<file path="config.mk">
export PLATFORM = sky130hd
export DESIGN_NAME = image_dma_desc_ctrl
export DESIGN_NICKNAME = d
export VERILOG_FILES = /design/src/image_dma_pkg.sv /design/src/dma_mem_if.sv /design/src/dma_channel_seq.sv /design/src/image_dma_desc_ctrl.sv
export VERILOG_INCLUDE_DIRS = /design/src
export SDC_FILE = /design/constraint.sdc
export NUM_CORES = 1
export LEC_CHECK = 0
export BUFFER_PORTS_ARGS = -buffer_cell sky130_fd_sc_hd__buf_2
export CAP_MARGIN = 20
export CORE_ASPECT_RATIO = 1.4
export CORE_MARGIN = 10
export CORE_UTILIZATION = 50
export CTS_BUF_LIST = sky130_fd_sc_hd__clkbuf_4
export DETAILED_ROUTE_END_ITERATION = 7
export MAX_ROUTING_LAYER = met4
export PLACE_DENSITY_LB_ADDON = 0.05
export SLEW_MARGIN = 10
export SYNTH_ARGS = -nofsm -noshare
export SYNTH_HDL_FRONTEND = slang
export SYNTH_SLANG_ARGS = --single-unit
</file>
<file path="constraint.sdc">
create_clock -name ref_clk -period 3.1 [get_ports ref_clk]
set_input_delay 0.62 -clock ref_clk [delete_from_list [all_inputs] [get_ports ref_clk]]
set_output_delay 0.62 -clock ref_clk [all_outputs]
set_load 0.01 [all_outputs]
</file>
<file path="src/image_dma_defs.svh">
// register offsets, field positions and constants of the image dma block
`ifndef IMAGE_DMA_DEFS_SVH
`define IMAGE_DMA_DEFS_SVH
`define OFS_PREV_CTRL 8'h00
`define OFS_PREV_DESC 8'h04
`define OFS_COD_ADDR 8'h08
`define OFS_COD_CTRL 8'h0C
`define OFS_COD_DESC 8'h10
`define OFS_WP_CTRL 8'h14
`define OFS_WP_STAT 8'h18
`define OFS_CFG0 8'h20
`define OFS_CFG1 8'h24
`define OFS_CFG2 8'h28
`define OFS_CFG3 8'h2C
`define OFS_SWRST 8'h30
`define OFS_STATUS 8'h34
`define BIT_FETCH 0
`define BIT_WB 1
`define BIT_DFDIS 2
`define BIT_DONE 3
`define BIT_WPEN 0
`define WP_KEY_LSB 8
`define WP_KEY_VAL 24'h495349
`define VSRC_LSB 8
`define VS_WRITE 4'h1
`define VS_RESET 4'h2
`define CTRL_RST 32'h00000000
`define ADDR_RST 32'h00000000
`endif

</file>
<file path="src/image_dma_pkg.sv">
// types shared by the image dma descriptor control block
package image_dma_pkg;
   typedef enum logic [1:0] {
      CH_IDLE = 2'b00,
      CH_FETCH = 2'b01,
      CH_XFER = 2'b11,
      CH_WBACK = 2'b10
   } ch_state_t;
   typedef logic [31:0] word_t;
endpackage : image_dma_pkg
</file>
<file path="src/dma_mem_if.sv">
// memory request carrier between control and channel sequencer
`timescale 1ns/10ps
interface dma_mem_if;
   logic req;
   logic wr;
   logic [31:0] addr;
   logic [31:0] wdata;
   logic ack;
   modport chan (output req, output wr, output addr, output wdata,
      input ack);
   modport top (input req, input wr, input addr, input wdata,
      output ack);
endinterface : dma_mem_if

</file>
<file path="src/dma_channel_seq.sv">
// one dma channel: descriptor fetch, transfer, done-bit writeback
`timescale 1ns/10ps
`include "image_dma_defs.svh"
module dma_channel_seq
   import image_dma_pkg::*;
(
   input wire logic ref_clk, // clock
   input wire logic srst, // sync reset
   input wire logic fetchEn, // fetch enable
   input wire logic wbEn, // writeback enable
   input wire logic doneFlagDis, // done flag suppress
   input wire logic [31:0] descBase, // descriptor base
   input wire logic start, // start pulse
   input wire logic xferEnd, // end of frame transfer
   output logic doneFlag, // done pulse
   output logic busy, // channel active
   dma_mem_if.chan mem // memory requests
);
   ch_state_t state;
   ch_state_t next_state;
   logic [31:0] wordAddr;
   assign wordAddr = {descBase[31:2], 2'b00};
   always_comb
   begin
      next_state = state;
      case (state)
         CH_IDLE: if (start && fetchEn) next_state = CH_FETCH;
         CH_FETCH: if (!fetchEn) next_state = CH_IDLE;
            else if (mem.ack) next_state = CH_XFER;
         CH_XFER: if (xferEnd) next_state = wbEn ? CH_WBACK : CH_IDLE;
         CH_WBACK: if (mem.ack) next_state = CH_IDLE;
         default: next_state = CH_IDLE;
      endcase
   end
   always_ff @(posedge ref_clk)
   begin
      if (srst) state <= CH_IDLE;
      else state <= next_state;
   end
   // fetch only while enabled; writeback sets done bit in memory only
   assign mem.req = (state == CH_FETCH && fetchEn) || state == CH_WBACK;
   assign mem.wr = (state == CH_WBACK);
   assign mem.addr = wordAddr;
   assign mem.wdata = 32'h00000001 << `BIT_DONE;
   assign busy = (state != CH_IDLE);
   always_ff @(posedge ref_clk)
   begin
      if (srst) doneFlag <= 1'b0;
      else doneFlag <= (state == CH_XFER) && xferEnd && !doneFlagDis;
   end
   AST_NOFETCH: assert property (@(posedge ref_clk) disable iff (srst)
      (mem.req && !mem.wr) |-> fetchEn && $past(fetchEn)
         && state == CH_FETCH)
      else $error("fetch while disabled");
   AST_NOWB: assert property (@(posedge ref_clk) disable iff (srst)
      (state == CH_XFER && xferEnd && !wbEn) |=> state == CH_IDLE)
      else $error("writeback while disabled");
   AST_DONEFLAG: assert property (@(posedge ref_clk) disable iff (srst)
      (state == CH_XFER && xferEnd) |=> doneFlag == !$past(doneFlagDis))
      else $error("done flag wrong");
endmodule : dma_channel_seq

</file>
<file path="src/image_dma_desc_ctrl.sv">
// image dma descriptor control with key-guarded write protection
//
// Behaviour
// - preview fetches descriptors only when enabled
// - preview writeback only when enabled
// - preview done flag control is active low
// - preview done bit set in memory only
// - codec fetches descriptors only when enabled
// - codec writeback only when enabled
// - codec done flag control is active low
// - codec done bit written after transfer
// - preview descriptor address word aligned
// - codec image base word aligned
// - codec descriptor address word aligned
// - protect control write needs correct key
// - keyed enable bit sets protection on/off
// - status code 1 on blocked write
// - code 2 on reset while protected, 3 both
// - status read clears violation status
// - source field names blocked register
`timescale 1ns/10ps
`include "image_dma_defs.svh"
module image_dma_desc_ctrl
   import image_dma_pkg::*;
(
   input wire logic ref_clk, // clock
   input wire logic srst, // sync reset
   input wire logic [7:0] s_axi_awaddr, // write address
   input wire logic s_axi_awvalid, // write address valid
   output logic s_axi_awready, // write address ready
   input wire logic [31:0] s_axi_wdata, // write data
   input wire logic [3:0] s_axi_wstrb, // write strobes
   input wire logic s_axi_wvalid, // write data valid
   output logic s_axi_wready, // write data ready
   output logic [1:0] s_axi_bresp, // write response
   output logic s_axi_bvalid, // write response valid
   input wire logic s_axi_bready, // write response ready
   input wire logic [7:0] s_axi_araddr, // read address
   input wire logic s_axi_arvalid, // read address valid
   output logic s_axi_arready, // read address ready
   output logic [31:0] s_axi_rdata, // read data
   output logic [1:0] s_axi_rresp, // read response
   output logic s_axi_rvalid, // read response valid
   input wire logic s_axi_rready, // read response ready
   input wire logic prevStart, // preview frame start
   input wire logic prevXferEnd, // preview transfer end
   input wire logic codStart, // codec frame start
   input wire logic codXferEnd, // codec transfer end
   output logic prevDoneFlag, // preview done pulse
   output logic codDoneFlag, // codec done pulse
   output logic memReq, // memory request
   output logic memWr, // memory write
   output logic [31:0] memAddr, // memory word address
   output logic [31:0] memWdata, // memory write data
   input wire logic memAck, // memory acknowledge
   output logic [31:0] codImageBase, // codec image base
   output logic [31:0] cfgOut0 // first protected config
);
   // ----------------------------------------------------------------
   // register storage
   // ----------------------------------------------------------------
   logic [3:0] prevCtrl;
   logic [3:0] codCtrl;
   logic [31:0] prevDescBase;
   logic [31:0] codDescBase;
   logic [31:0] codAddr;
   logic wpEnable;
   logic [3:0] violationStatus;
   logic [15:0] violationSource;
   logic [31:0] cfgReg [4];
   logic prevBusy;
   logic codBusy;
   // ----------------------------------------------------------------
   // axi write channel
   // ----------------------------------------------------------------
   logic awHeld;
   logic wHeld;
   logic [7:0] awAddr;
   logic [31:0] wData;
   logic [3:0] wStrb;
   logic doWrite;
   logic [31:0] merged;
   logic keyOk;
   logic isCfg;
   logic [1:0] cfgIdx;
   logic cfgBlocked;
   logic swReset;
   logic [31:0] resetWord;
   function automatic logic [31:0] mergeBytes(input logic [31:0] oldV,
      input logic [31:0] newV, input logic [3:0] strb);
      logic [31:0] r;
      r = oldV;
      for (int i = 0; i < 4; i++)
         if (strb[i]) r[i*8 +: 8] = newV[i*8 +: 8];
      return r;
   endfunction : mergeBytes
   function automatic logic [31:0] alignWord(input logic [31:0] v);
      return {v[31:2], 2'b00};
   endfunction : alignWord
   assign s_axi_awready = !awHeld && !s_axi_bvalid;
   assign s_axi_wready = !wHeld && !s_axi_bvalid;
   assign doWrite = awHeld && wHeld && !s_axi_bvalid;
   assign merged = mergeBytes(32'h00000000, wData, wStrb);
   assign keyOk = merged[31:`WP_KEY_LSB] == `WP_KEY_VAL;
   assign isCfg = awAddr >= `OFS_CFG0 && awAddr <= `OFS_CFG3;
   assign cfgIdx = awAddr[3:2];
   assign cfgBlocked = doWrite && isCfg && wpEnable;
   assign swReset = doWrite && awAddr == `OFS_SWRST && wData[0];
   assign resetWord = `ADDR_RST;
   // ----------------------------------------------------------------
   // control word merge
   // ----------------------------------------------------------------
   // done bit is dropped here: it only ever lives in memory
   logic [31:0] prevCtrlNew;
   logic [31:0] codCtrlNew;
   assign prevCtrlNew = mergeBytes({28'h0, prevCtrl}, wData, wStrb);
   assign codCtrlNew = mergeBytes({28'h0, codCtrl}, wData, wStrb);
   always_ff @(posedge ref_clk)
   begin
      if (srst)
      begin
         awHeld <= 1'b0;
         wHeld <= 1'b0;
         awAddr <= 8'h00;
         wData <= 32'h00000000;
         wStrb <= 4'h0;
         s_axi_bvalid <= 1'b0;
      end
      else
      begin
         if (s_axi_awvalid && s_axi_awready)
         begin
            awHeld <= 1'b1;
            awAddr <= s_axi_awaddr;
         end
         if (s_axi_wvalid && s_axi_wready)
         begin
            wHeld <= 1'b1;
            wData <= s_axi_wdata;
            wStrb <= s_axi_wstrb;
         end
         if (doWrite)
         begin
            awHeld <= 1'b0;
            wHeld <= 1'b0;
            s_axi_bvalid <= 1'b1;
         end
         else if (s_axi_bready) s_axi_bvalid <= 1'b0;
      end
   end
   assign s_axi_bresp = 2'b00;
   // ----------------------------------------------------------------
   // register updates
   // ----------------------------------------------------------------
   // software reset returns dma settings to defaults but keeps protection
   always_ff @(posedge ref_clk)
   begin
      if (srst || swReset)
      begin
         prevCtrl <= 4'h0;
         codCtrl <= 4'h0;
         prevDescBase <= `ADDR_RST;
         codDescBase <= `ADDR_RST;
         codAddr <= `ADDR_RST;
      end
      else if (doWrite)
      begin
         case (awAddr)
            `OFS_PREV_CTRL: prevCtrl <= {1'b0, prevCtrlNew[2:0]};
            `OFS_COD_CTRL: codCtrl <= {1'b0, codCtrlNew[2:0]};
            `OFS_PREV_DESC: prevDescBase <=
               alignWord(mergeBytes(prevDescBase, wData, wStrb));
            `OFS_COD_ADDR: codAddr <=
               alignWord(mergeBytes(codAddr, wData, wStrb));
            `OFS_COD_DESC: codDescBase <=
               alignWord(mergeBytes(codDescBase, wData, wStrb));
            default: ;
         endcase
      end
   end
   always_ff @(posedge ref_clk)
   begin
      if (srst)
      begin
         for (int i = 0; i < 4; i++) cfgReg[i] <= resetWord;
         wpEnable <= 1'b0;
      end
      else if (doWrite)
      begin
         if (isCfg && !wpEnable)
            cfgReg[cfgIdx] <= mergeBytes(cfgReg[cfgIdx], wData, wStrb);
         if (awAddr == `OFS_WP_CTRL && keyOk)
            wpEnable <= wData[`BIT_WPEN];
      end
   end
   // ----------------------------------------------------------------
   // read channel and violation tracking
   // ----------------------------------------------------------------
   logic [31:0] readMux;
   logic statRead;
   assign s_axi_arready = !s_axi_rvalid;
   assign statRead = s_axi_arvalid && s_axi_arready
      && s_axi_araddr == `OFS_WP_STAT;
   always_comb
   begin
      case (s_axi_araddr)
         `OFS_PREV_CTRL: readMux = {28'h0, prevCtrl};
         `OFS_PREV_DESC: readMux = prevDescBase;
         `OFS_COD_ADDR: readMux = codAddr;
         `OFS_COD_CTRL: readMux = {28'h0, codCtrl};
         `OFS_COD_DESC: readMux = codDescBase;
         `OFS_WP_CTRL: readMux = {31'h0, wpEnable};
         `OFS_WP_STAT: readMux = {8'h00, violationSource, 4'h0,
            violationStatus};
         `OFS_CFG0: readMux = cfgReg[0];
         `OFS_CFG1: readMux = cfgReg[1];
         `OFS_CFG2: readMux = cfgReg[2];
         `OFS_CFG3: readMux = cfgReg[3];
         `OFS_STATUS: readMux = {30'h0, codBusy, prevBusy};
         default: readMux = 32'h00000000;
      endcase
   end
   always_ff @(posedge ref_clk)
   begin
      if (srst)
      begin
         s_axi_rvalid <= 1'b0;
         s_axi_rdata <= 32'h00000000;
      end
      else if (s_axi_arvalid && s_axi_arready)
      begin
         s_axi_rvalid <= 1'b1;
         s_axi_rdata <= readMux;
      end
      else if (s_axi_rready) s_axi_rvalid <= 1'b0;
   end
   assign s_axi_rresp = 2'b00;
   // new events win over the clear from a status read
   always_ff @(posedge ref_clk)
   begin
      if (srst)
      begin
         violationStatus <= 4'h0;
         violationSource <= 16'h0000;
      end
      else
      begin
         violationStatus <= (statRead ? 4'h0 : violationStatus)
            | (cfgBlocked ? `VS_WRITE : 4'h0)
            | (swReset && wpEnable ? `VS_RESET : 4'h0);
         if (cfgBlocked)
            violationSource <= {14'h0, cfgIdx} + 16'h0001;
         else if (statRead) violationSource <= 16'h0000;
      end
   end
   // ----------------------------------------------------------------
   // channels and memory arbitration
   // ----------------------------------------------------------------
   dma_mem_if prevMem();
   dma_mem_if codMem();
   dma_channel_seq u_prev (
      .ref_clk(ref_clk),
      .srst(srst),
      .fetchEn(prevCtrl[`BIT_FETCH]),
      .wbEn(prevCtrl[`BIT_WB]),
      .doneFlagDis(prevCtrl[`BIT_DFDIS]),
      .descBase(prevDescBase),
      .start(prevStart),
      .xferEnd(prevXferEnd),
      .doneFlag(prevDoneFlag),
      .busy(prevBusy),
      .mem(prevMem.chan)
   );
   dma_channel_seq u_cod (
      .ref_clk(ref_clk),
      .srst(srst),
      .fetchEn(codCtrl[`BIT_FETCH]),
      .wbEn(codCtrl[`BIT_WB]),
      .doneFlagDis(codCtrl[`BIT_DFDIS]),
      .descBase(codDescBase),
      .start(codStart),
      .xferEnd(codXferEnd),
      .doneFlag(codDoneFlag),
      .busy(codBusy),
      .mem(codMem.chan)
   );
   // preview has fixed priority; codec waits its turn
   // ack goes to whoever is selected when it lands, so memory must not
   // answer a codec request in the cycle preview raises its own
   logic selPrev;
   assign selPrev = prevMem.req;
   assign memReq = prevMem.req || codMem.req;
   assign memWr = selPrev ? prevMem.wr : codMem.wr;
   assign memAddr = selPrev ? prevMem.addr : codMem.addr;
   assign memWdata = selPrev ? prevMem.wdata : codMem.wdata;
   assign prevMem.ack = memAck && selPrev;
   assign codMem.ack = memAck && !selPrev;
   assign codImageBase = codAddr;
   assign cfgOut0 = cfgReg[0];
   // ----------------------------------------------------------------
   // checks
   // ----------------------------------------------------------------
   AST_KEY: assert property (@(posedge ref_clk) disable iff (srst)
      (doWrite && awAddr == `OFS_WP_CTRL && !keyOk) |=> $stable(wpEnable))
      else $error("bad key changed protection");
   AST_WPEN: assert property (@(posedge ref_clk) disable iff (srst)
      (doWrite && awAddr == `OFS_WP_CTRL && keyOk)
      |=> wpEnable == $past(wData[0]))
      else $error("protect enable not taken");
   AST_VIOL: assert property (@(posedge ref_clk) disable iff (srst)
      cfgBlocked |=> violationStatus[0])
      else $error("violation not flagged");
   AST_RSTV: assert property (@(posedge ref_clk) disable iff (srst)
      (swReset && wpEnable) |=> violationStatus[1])
      else $error("reset violation not flagged");
   AST_CLR: assert property (@(posedge ref_clk) disable iff (srst)
      (statRead && !cfgBlocked && !swReset) |=> violationStatus == 4'h0)
      else $error("status not cleared");
   AST_SRC: assert property (@(posedge ref_clk) disable iff (srst)
      cfgBlocked |=> violationSource == {14'h0, $past(cfgIdx)} + 16'h1)
      else $error("wrong source code");
   AST_HOLD: assert property (@(posedge ref_clk) disable iff (srst)
      cfgBlocked |=> cfgReg[$past(cfgIdx)] == $past(cfgReg[cfgIdx]))
      else $error("protected register changed");
   AST_ALIGN: assert property (@(posedge ref_clk) disable iff (srst)
      prevDescBase[1:0] == 2'b00 && codDescBase[1:0] == 2'b00)
      else $error("unaligned descriptor base");
   // ----------------------------------------------------------------
   // bus and memory checks
   // ----------------------------------------------------------------
   AST_BRISE: assert property (@(posedge ref_clk) disable iff (srst)
      doWrite |=> s_axi_bvalid && !awHeld && !wHeld)
      else $error("write response missing");
   AST_SWRST: assert property (@(posedge ref_clk) disable iff (srst)
      swReset |=> prevCtrl == 4'h0 && codCtrl == 4'h0)
      else $error("software reset left dma settings");
   AST_RDCLR: assert property (@(posedge ref_clk) disable iff (srst)
      (statRead && !cfgBlocked) |=> violationSource == 16'h0000)
      else $error("source not cleared by read");
   AST_BASEAL: assert property (@(posedge ref_clk) disable iff (srst)
      codAddr[1:0] == 2'b00)
      else $error("unaligned image base");
   AST_MEMAL: assert property (@(posedge ref_clk) disable iff (srst)
      (memReq && !memWr && !selPrev) |-> memAddr == codDescBase)
      else $error("codec fetch off its descriptor base");
endmodule : image_dma_desc_ctrl

</file>
; ---- Word level (Yosys, flattened, before mapping)
; Memories as Yosys holds them, arrays and structs flattened.
; Index checks and enable logic that the tools add are counted.
; Widths: inputs -> output; s select.
[word_totals]
ff_bits = 203
ramBits = 128
inputBits = 64
output_inout_bits = 173
word_cells = 195
n_memories = 1
[memory_table]
columns = name, depth, width, rd, rd_clocked_by_memory_dff, wr, line_no
row1 = cfgReg, 4, 32, 4, 0, 4, image_dma_desc_ctrl.sv:70  ; logic [31:0] cfgReg [4];
[classes]
n_addsub = 1
n_lt_le_gt_ge = 2
eq_ne = 36
n_mux = 54
n_bitwise = 2
reduce_logical = 70
[ops]
columns = operator, n
row1 = $pmux 32 s12, 1
row2 = $mux 8, 19
row3 = $mux 32, 2
row4 = $eq 8x6->1 const B, 6
row5 = $reduce_and 3->1, 14
row6 = $eq 8x5->1 const B, 5
row7 = $eq 8x4->1 const B, 4
row8 = $mux 16, 2
row9 = $reduce_or 32->1, 1
row10 = $mux 2, 14
row11 = $logic_and 1x1->1, 26
row12 = $eq 24x23->1 const B, 1
row13 = $eq 8x3->1 const B, 2
row14 = $logic_not 8->1, 2
row15 = $ne 4x4->1 const B, 4
row16 = $pmux 2 s4, 2
row17 = $mux 1, 12
row18 = $reduce_and 2->1, 5
row19 = $reduce_bool 2->1, 5
row20 = $eq 2x2->1 const B, 4
row21 = $ge 8x6->1 const B, 1
row22 = $le 8x6->1 const B, 1
row23 = $logic_not 1->1, 8
row24 = $mux 4, 2
row25 = 11 further kinds, 22

; ---- Depth between registers and ports, before layout
[depth]
word_depth = 10
depth_mapped = 9
ltp_nobuf = 6

; ---- Hierarchy
; Synthesis repeated with hierarchy kept, for this count alone.
[hier_totals]
cells_unflattened = 1560
hier_area_um2 = 15399.8
[modules_own_cells]
columns = mod, n_inst, cells_per_inst, area_per_inst_um2, seq_area_each_um2
row1 = image_dma_desc_ctrl, 1, 1394, 14131.1, 7487.2
row2 = dma_channel_seq, 2, 83, 634.4, 60.1

; ---- Worst setup path before layout
; OpenSTA, ideal clock, no wires.
[synth_path]
path_kind = reg-to-reg
start = register awAddr[2]
end = memory cfgReg[0][0], enable pin
arrival_time_ps = 2104
t_required_ps = 2766
slack_ps = 661
stages_incl_launch_ff = 8
path_cell_list = dfxtp_1 ha_1 o21a_1 nor4_4 and2_1 or4b_1 buf_4 nand2b_1
[synth_lines]
columns = element, line_no
row1 = start: declaration, image_dma_desc_ctrl.sv:78  ; logic [7:0] awAddr;
row2 = start signal: assignment, image_dma_desc_ctrl.sv:134  ; awAddr <= s_axi_awaddr;
row3 = end: declaration, image_dma_desc_ctrl.sv:70

; ---- Final worst setup path
[layout_path]
start = register prevCtrl[0]
end = output memAddr[9]
[layout_via]
elab_chain_len = 3
[layout_rtl]
columns = element, line_no
row1 = start: declaration, image_dma_desc_ctrl.sv:62  ; logic [3:0] prevCtrl;
row2 = start signal: assignment, image_dma_desc_ctrl.sv:169  ; `OFS_PREV_CTRL: prevCtrl <= {1'b0, prevCtrlNew[2:0]};
row3 = $logic_and 1x1->1, dma_channel_seq.sv:41  ; assign mem.req = (state == CH_FETCH && fetchEn) || state == CH_WBACK;
row4 = $logic_or 1x1->1, dma_channel_seq.sv:41
row5 = $mux 32, image_dma_desc_ctrl.sv:294  ; assign memAddr = selPrev ? prevMem.addr : codMem.addr;
row6 = end: declaration, image_dma_desc_ctrl.sv:53  ; output logic [31:0] memAddr,
; No other way between the ends.

==> key figures <==
STA
  • RSZ-0062 raised after global routing: no
  • Worst slew pin tran: 0.965 ns
  • Setup TNS: 0 ns
  • Clock Skew: 0.0362 ns
  • Final count of negative-setup-slack endpoints: 0
  • Fmax: 340 MHz
  • Final period util: 95.0%
  • Min Clock Period, post-route: 2.95 ns
  • Worst hold slack: 0.0825 ns
  • Slew margin rel.: 35.7%
  • Max-slew violations: 0
  • Final Hold Vio Count: 0

Global route
  • Vias in the first global route: 12200
  • Met1 GRT Util: 32.7%
  • Met2 Use GR: 44.9%
  • Initial antenna violation count: 6
  • Grt met3 use: 5.90%
  • Grt peak-use layer: met2
  • GRT Util Overall: 27.5%
  • Grt ovf: 0
  • Largest net degree at the start of global routing: 65
  • Global-route wire length before repair: 73300 um

Logic synthesis
  • Post-synth EDFFs: 128
  • Area contributors post-synth: edfxtp_1 27%, dfxtp_1 26%, mux2i_1 6.0%
  • Xor/xnor share of the synthesized area: 0%
  • Post-synthesis async set-or-reset flop share: 0%
  • Synth cell types: 67
  • Compound-Gate Fraction of Synth Area: 12.5%
  • Syn Inst Count: 1483
  • Yosys reg bits: 316
  • Post-Synth Simple-Gate Area: 18.2%
  • Mux contribution to synthesized area: 9.97%
  • Top cell type's share of synthesized area: 26.9%
  • Largest family of logic cells by synthesized area: simple AND/OR/NAND/NOR gates
  • Post-Synthesis Cell Area: 0.0143 mm^2
  • Post-synth top area cell: edfxtp_1
  • Ys flop type: dfxtp_1
  • Post-synthesis sequential area ratio: 53.2%
  • Syn avg cell area: 9.64 um^2
  • Area share of fa/ha/maj cells after synthesis: 0.350%
  • Ys Warns: 0

Setup path
  • CP cell instances: nor2b_1, mux2i_4, buf_8, mux2_2, buf_2
  • Flop-to-flop setup slack: 0.27 ns
  • CP Launch Type: flop
  • R2R depth: 6
  • Crit. End Element: output pin
  • Worst r2r src: awAddr[3]
  • R2R Path End: cfgReg[0][6]
  • WP data required: 2.48 ns
  • Crit Path Max Fanout: 24
  • Arrival time at the worst endpoint: 2.33 ns
  • Slowest stage delay, CP: 0.38 ns
  • Crit Path Category: flop to output pin
  • Critical-path top delay cell: dfxtp_1

Clock tree
  • H-tree depth: 3
  • Clock transition at path regs: 0.06 ns
  • CTS max path bufs: 3
  • Number of buffers created by CTS: 77
  • Latest clock arrival within the worst-skew pair: 0.75 ns
  • TritonCTS clock tree: done
  • # clock sinks: 316
  • Root Buffer: clkbuf_4

Floorplan
  • Die width: 163 um
  • FP Rows: 73
  • Initial Utilization: 50.5%
  • CORE AREA: 0.0283 mm^2
  • Io pins: 237
  • Die Ht: 220 um
  • Die area: 0.0358 mm^2

Run
  • Max_cap viols: 0

Layout
  • Area growth from synthesis to layout: 17.4%
  • Share of cells above drive strength 1: 26.0%
  • Layout Nets: 1791
  • Layout Utilization: 59.3%

Route
  • Wire per inst: 22.9 um
  • DR pass1 iterations: 6
  • Starting DRC count in detailed routing: 1259
  • Drt via density: 5.76
  • DRC viols: 0
  • Routed via count: 12500
  • Detail Route Antenna Nets: 0
  • WL final: 49500 um

Min path
  • Hold_sp: s_axi_rready
  • Worst hold path class: input pin to flop
  • Worst hold endpoint: s_axi_rvalid
  • Worst hold stages: 2

Outcome
  • Status: completed

Placed design
  • Port bufs: 196
  • Placer Congestion: 0.945
  • Final HPWL DP: 36000 um

Pwr
  • PwrDens: 509 mW/mm^2
  • Leakage power: 7.21 nW
  • Max IR drop VDD: 288 uV
power by group:
| part | switching, W | total [W] | leakage, nW | internal [W] |
|---|---|---|---|---|
| registers | 0.000112 | 0.00453 | 2.84 | 0.00441 |
| logic | 0.000383 | 0.000562 | 3.78 | 0.000178 |
| clock network | 0.00168 | 0.00346 | 0.593 | 0.00177 |
worst max-delay path, delay by kind of cell (launching register included):
| kind | cells | cell delay [ns] |
|---|---|---|
| buffers and inverters | 2 | 0.37 |
| flip-flops | 1 | 0.38 |
| multiplexers | 2 | 0.48 |
| AND/OR/NAND/NOR | 1 | 0.36 |
stage by stage:
step,setup WS [ns],power (W),std cells,instance area [um^2]
final,0.155,0.00854,2163,16800
after global placement,0.367,0.00516,2019,15800
after global routing,0.0752,0.00886,2163,16800
after floorplan,0.661,0.00492,1521,14400
after detailed placement,0.301,0.00517,2019,15800
after CTS,0.0222,0.00858,2157,16800
layer usage:
metal  wire, um  vias up
met5          0        -
met4       1540        0
li1           -     5704
met2      24300      660
met1      19100     5994
met3       4610      109
area by class of cell:
class	instances	area, um^2
clock inverters	17	68.8
flip-flops and latches	316	7610
clock buffers	121	908
repair buffers	262	1530
well taps	375	469
fillers	2598	11500
inverters	33	124
diodes	6	15.0
multi-input cells	1033	6050
worst max-delay path by stage:
stage                    startpoint  slack (ns)           end  depth (start not counted)
floorplan                 awAddr[2]        0.66  cfgReg[0][0]                          7
global placement          awAddr[3]        0.37  cfgReg[0][3]                          6
detailed placement        awAddr[3]        0.30  cfgReg[0][3]                          6
CTS                 u_prev.state[1]        0.02    memAddr[9]                          5
global route            prevCtrl[0]        0.08    memAddr[7]                          5
finish                  prevCtrl[0]        0.15    memAddr[9]                          5
cell usage after synthesis, drive strengths merged (6+ instances only):
library cell and instances:
o22ai 6, a221oi 9, and3 18, nor2b 14
nor3 9, a22oi 27, dfxtp 188, nor2 191
clkbuf 75, mux2i 85, nor4 9, edfxtp 128
nand4 8, a21oi 105, nand2b 10, inv 32
a211oi 7, mux2 37, nand2 223, nor4b 8
or2 9, o21ai 73, mux4 7, buf 64
a31oi 14, a21o 10, and2 8, nand3 38
a22o 11
sequential cells by signal (all words and copies together), names as in the netlist:
signal / flops
cfgReg: 128
s_axi_rdata: 32
wData: 32
codDescBase: 30
codImageBase: 30
prevDescBase: 30
awAddr: 8
wStrb: 4
codCtrl: 3
prevCtrl: 3
violationSource: 3
u_cod.state: 2
u_prev.state: 2
violationStatus: 2
awHeld: 1
s_axi_bvalid: 1
s_axi_rvalid: 1
u_cod.doneFlag: 1
u_prev.doneFlag: 1
wHeld: 1
wpEnable: 1
logic make-up (layout without fill, tap and decap cells):
logic type | after synthesis | count (layout)
multiplexers | 129 | 129
adder cells (fa/ha/maj) | 4 | 4
AND/OR/NAND/NOR | 568 | 568
other | 2 | 46
AO/OA/AOI/OAI | 292 | 292
buffers and inverters | 172 | 433
flip-flops | 316 | 316
cells in the final DEF, fill, tap and decap left out, drive strengths merged, types with 9 or more instances in the layout:
| master | Yosys | final |
|---|---|---|
| edfxtp | 128 | 128 |
| a21oi | 105 | 105 |
| mux2 | 37 | 37 |
| nand2 | 223 | 223 |
| conb | 2 | 40 |
| inv | 32 | 32 |
| a22o | 11 | 11 |
| dfxtp | 188 | 188 |
| and3 | 18 | 18 |
| nand2b | 10 | 10 |
| clkbuf | 75 | 121 |
| clkinv | 1 | 18 |
| buf | 64 | 262 |
| nor2 | 191 | 191 |
| a221oi | 9 | 9 |
| or2 | 9 | 9 |
| o21ai | 73 | 73 |
| a21o | 10 | 10 |
| nor4 | 9 | 9 |
| nor3 | 9 | 9 |
| nand3 | 38 | 38 |
| mux2i | 85 | 85 |
| a31oi | 14 | 14 |
| nor2b | 14 | 14 |
| a22oi | 27 | 27 |
timing repair:
| item | CTS | global route |
|---|---|---|
| setup buffers | 0 | 0 |
| endpoints found under the setup margin | 24 | 7 |
| hold buffers | 0 | 0 |
| resized for setup | 2 | 2 |
(Power assumes the default switching activity.)
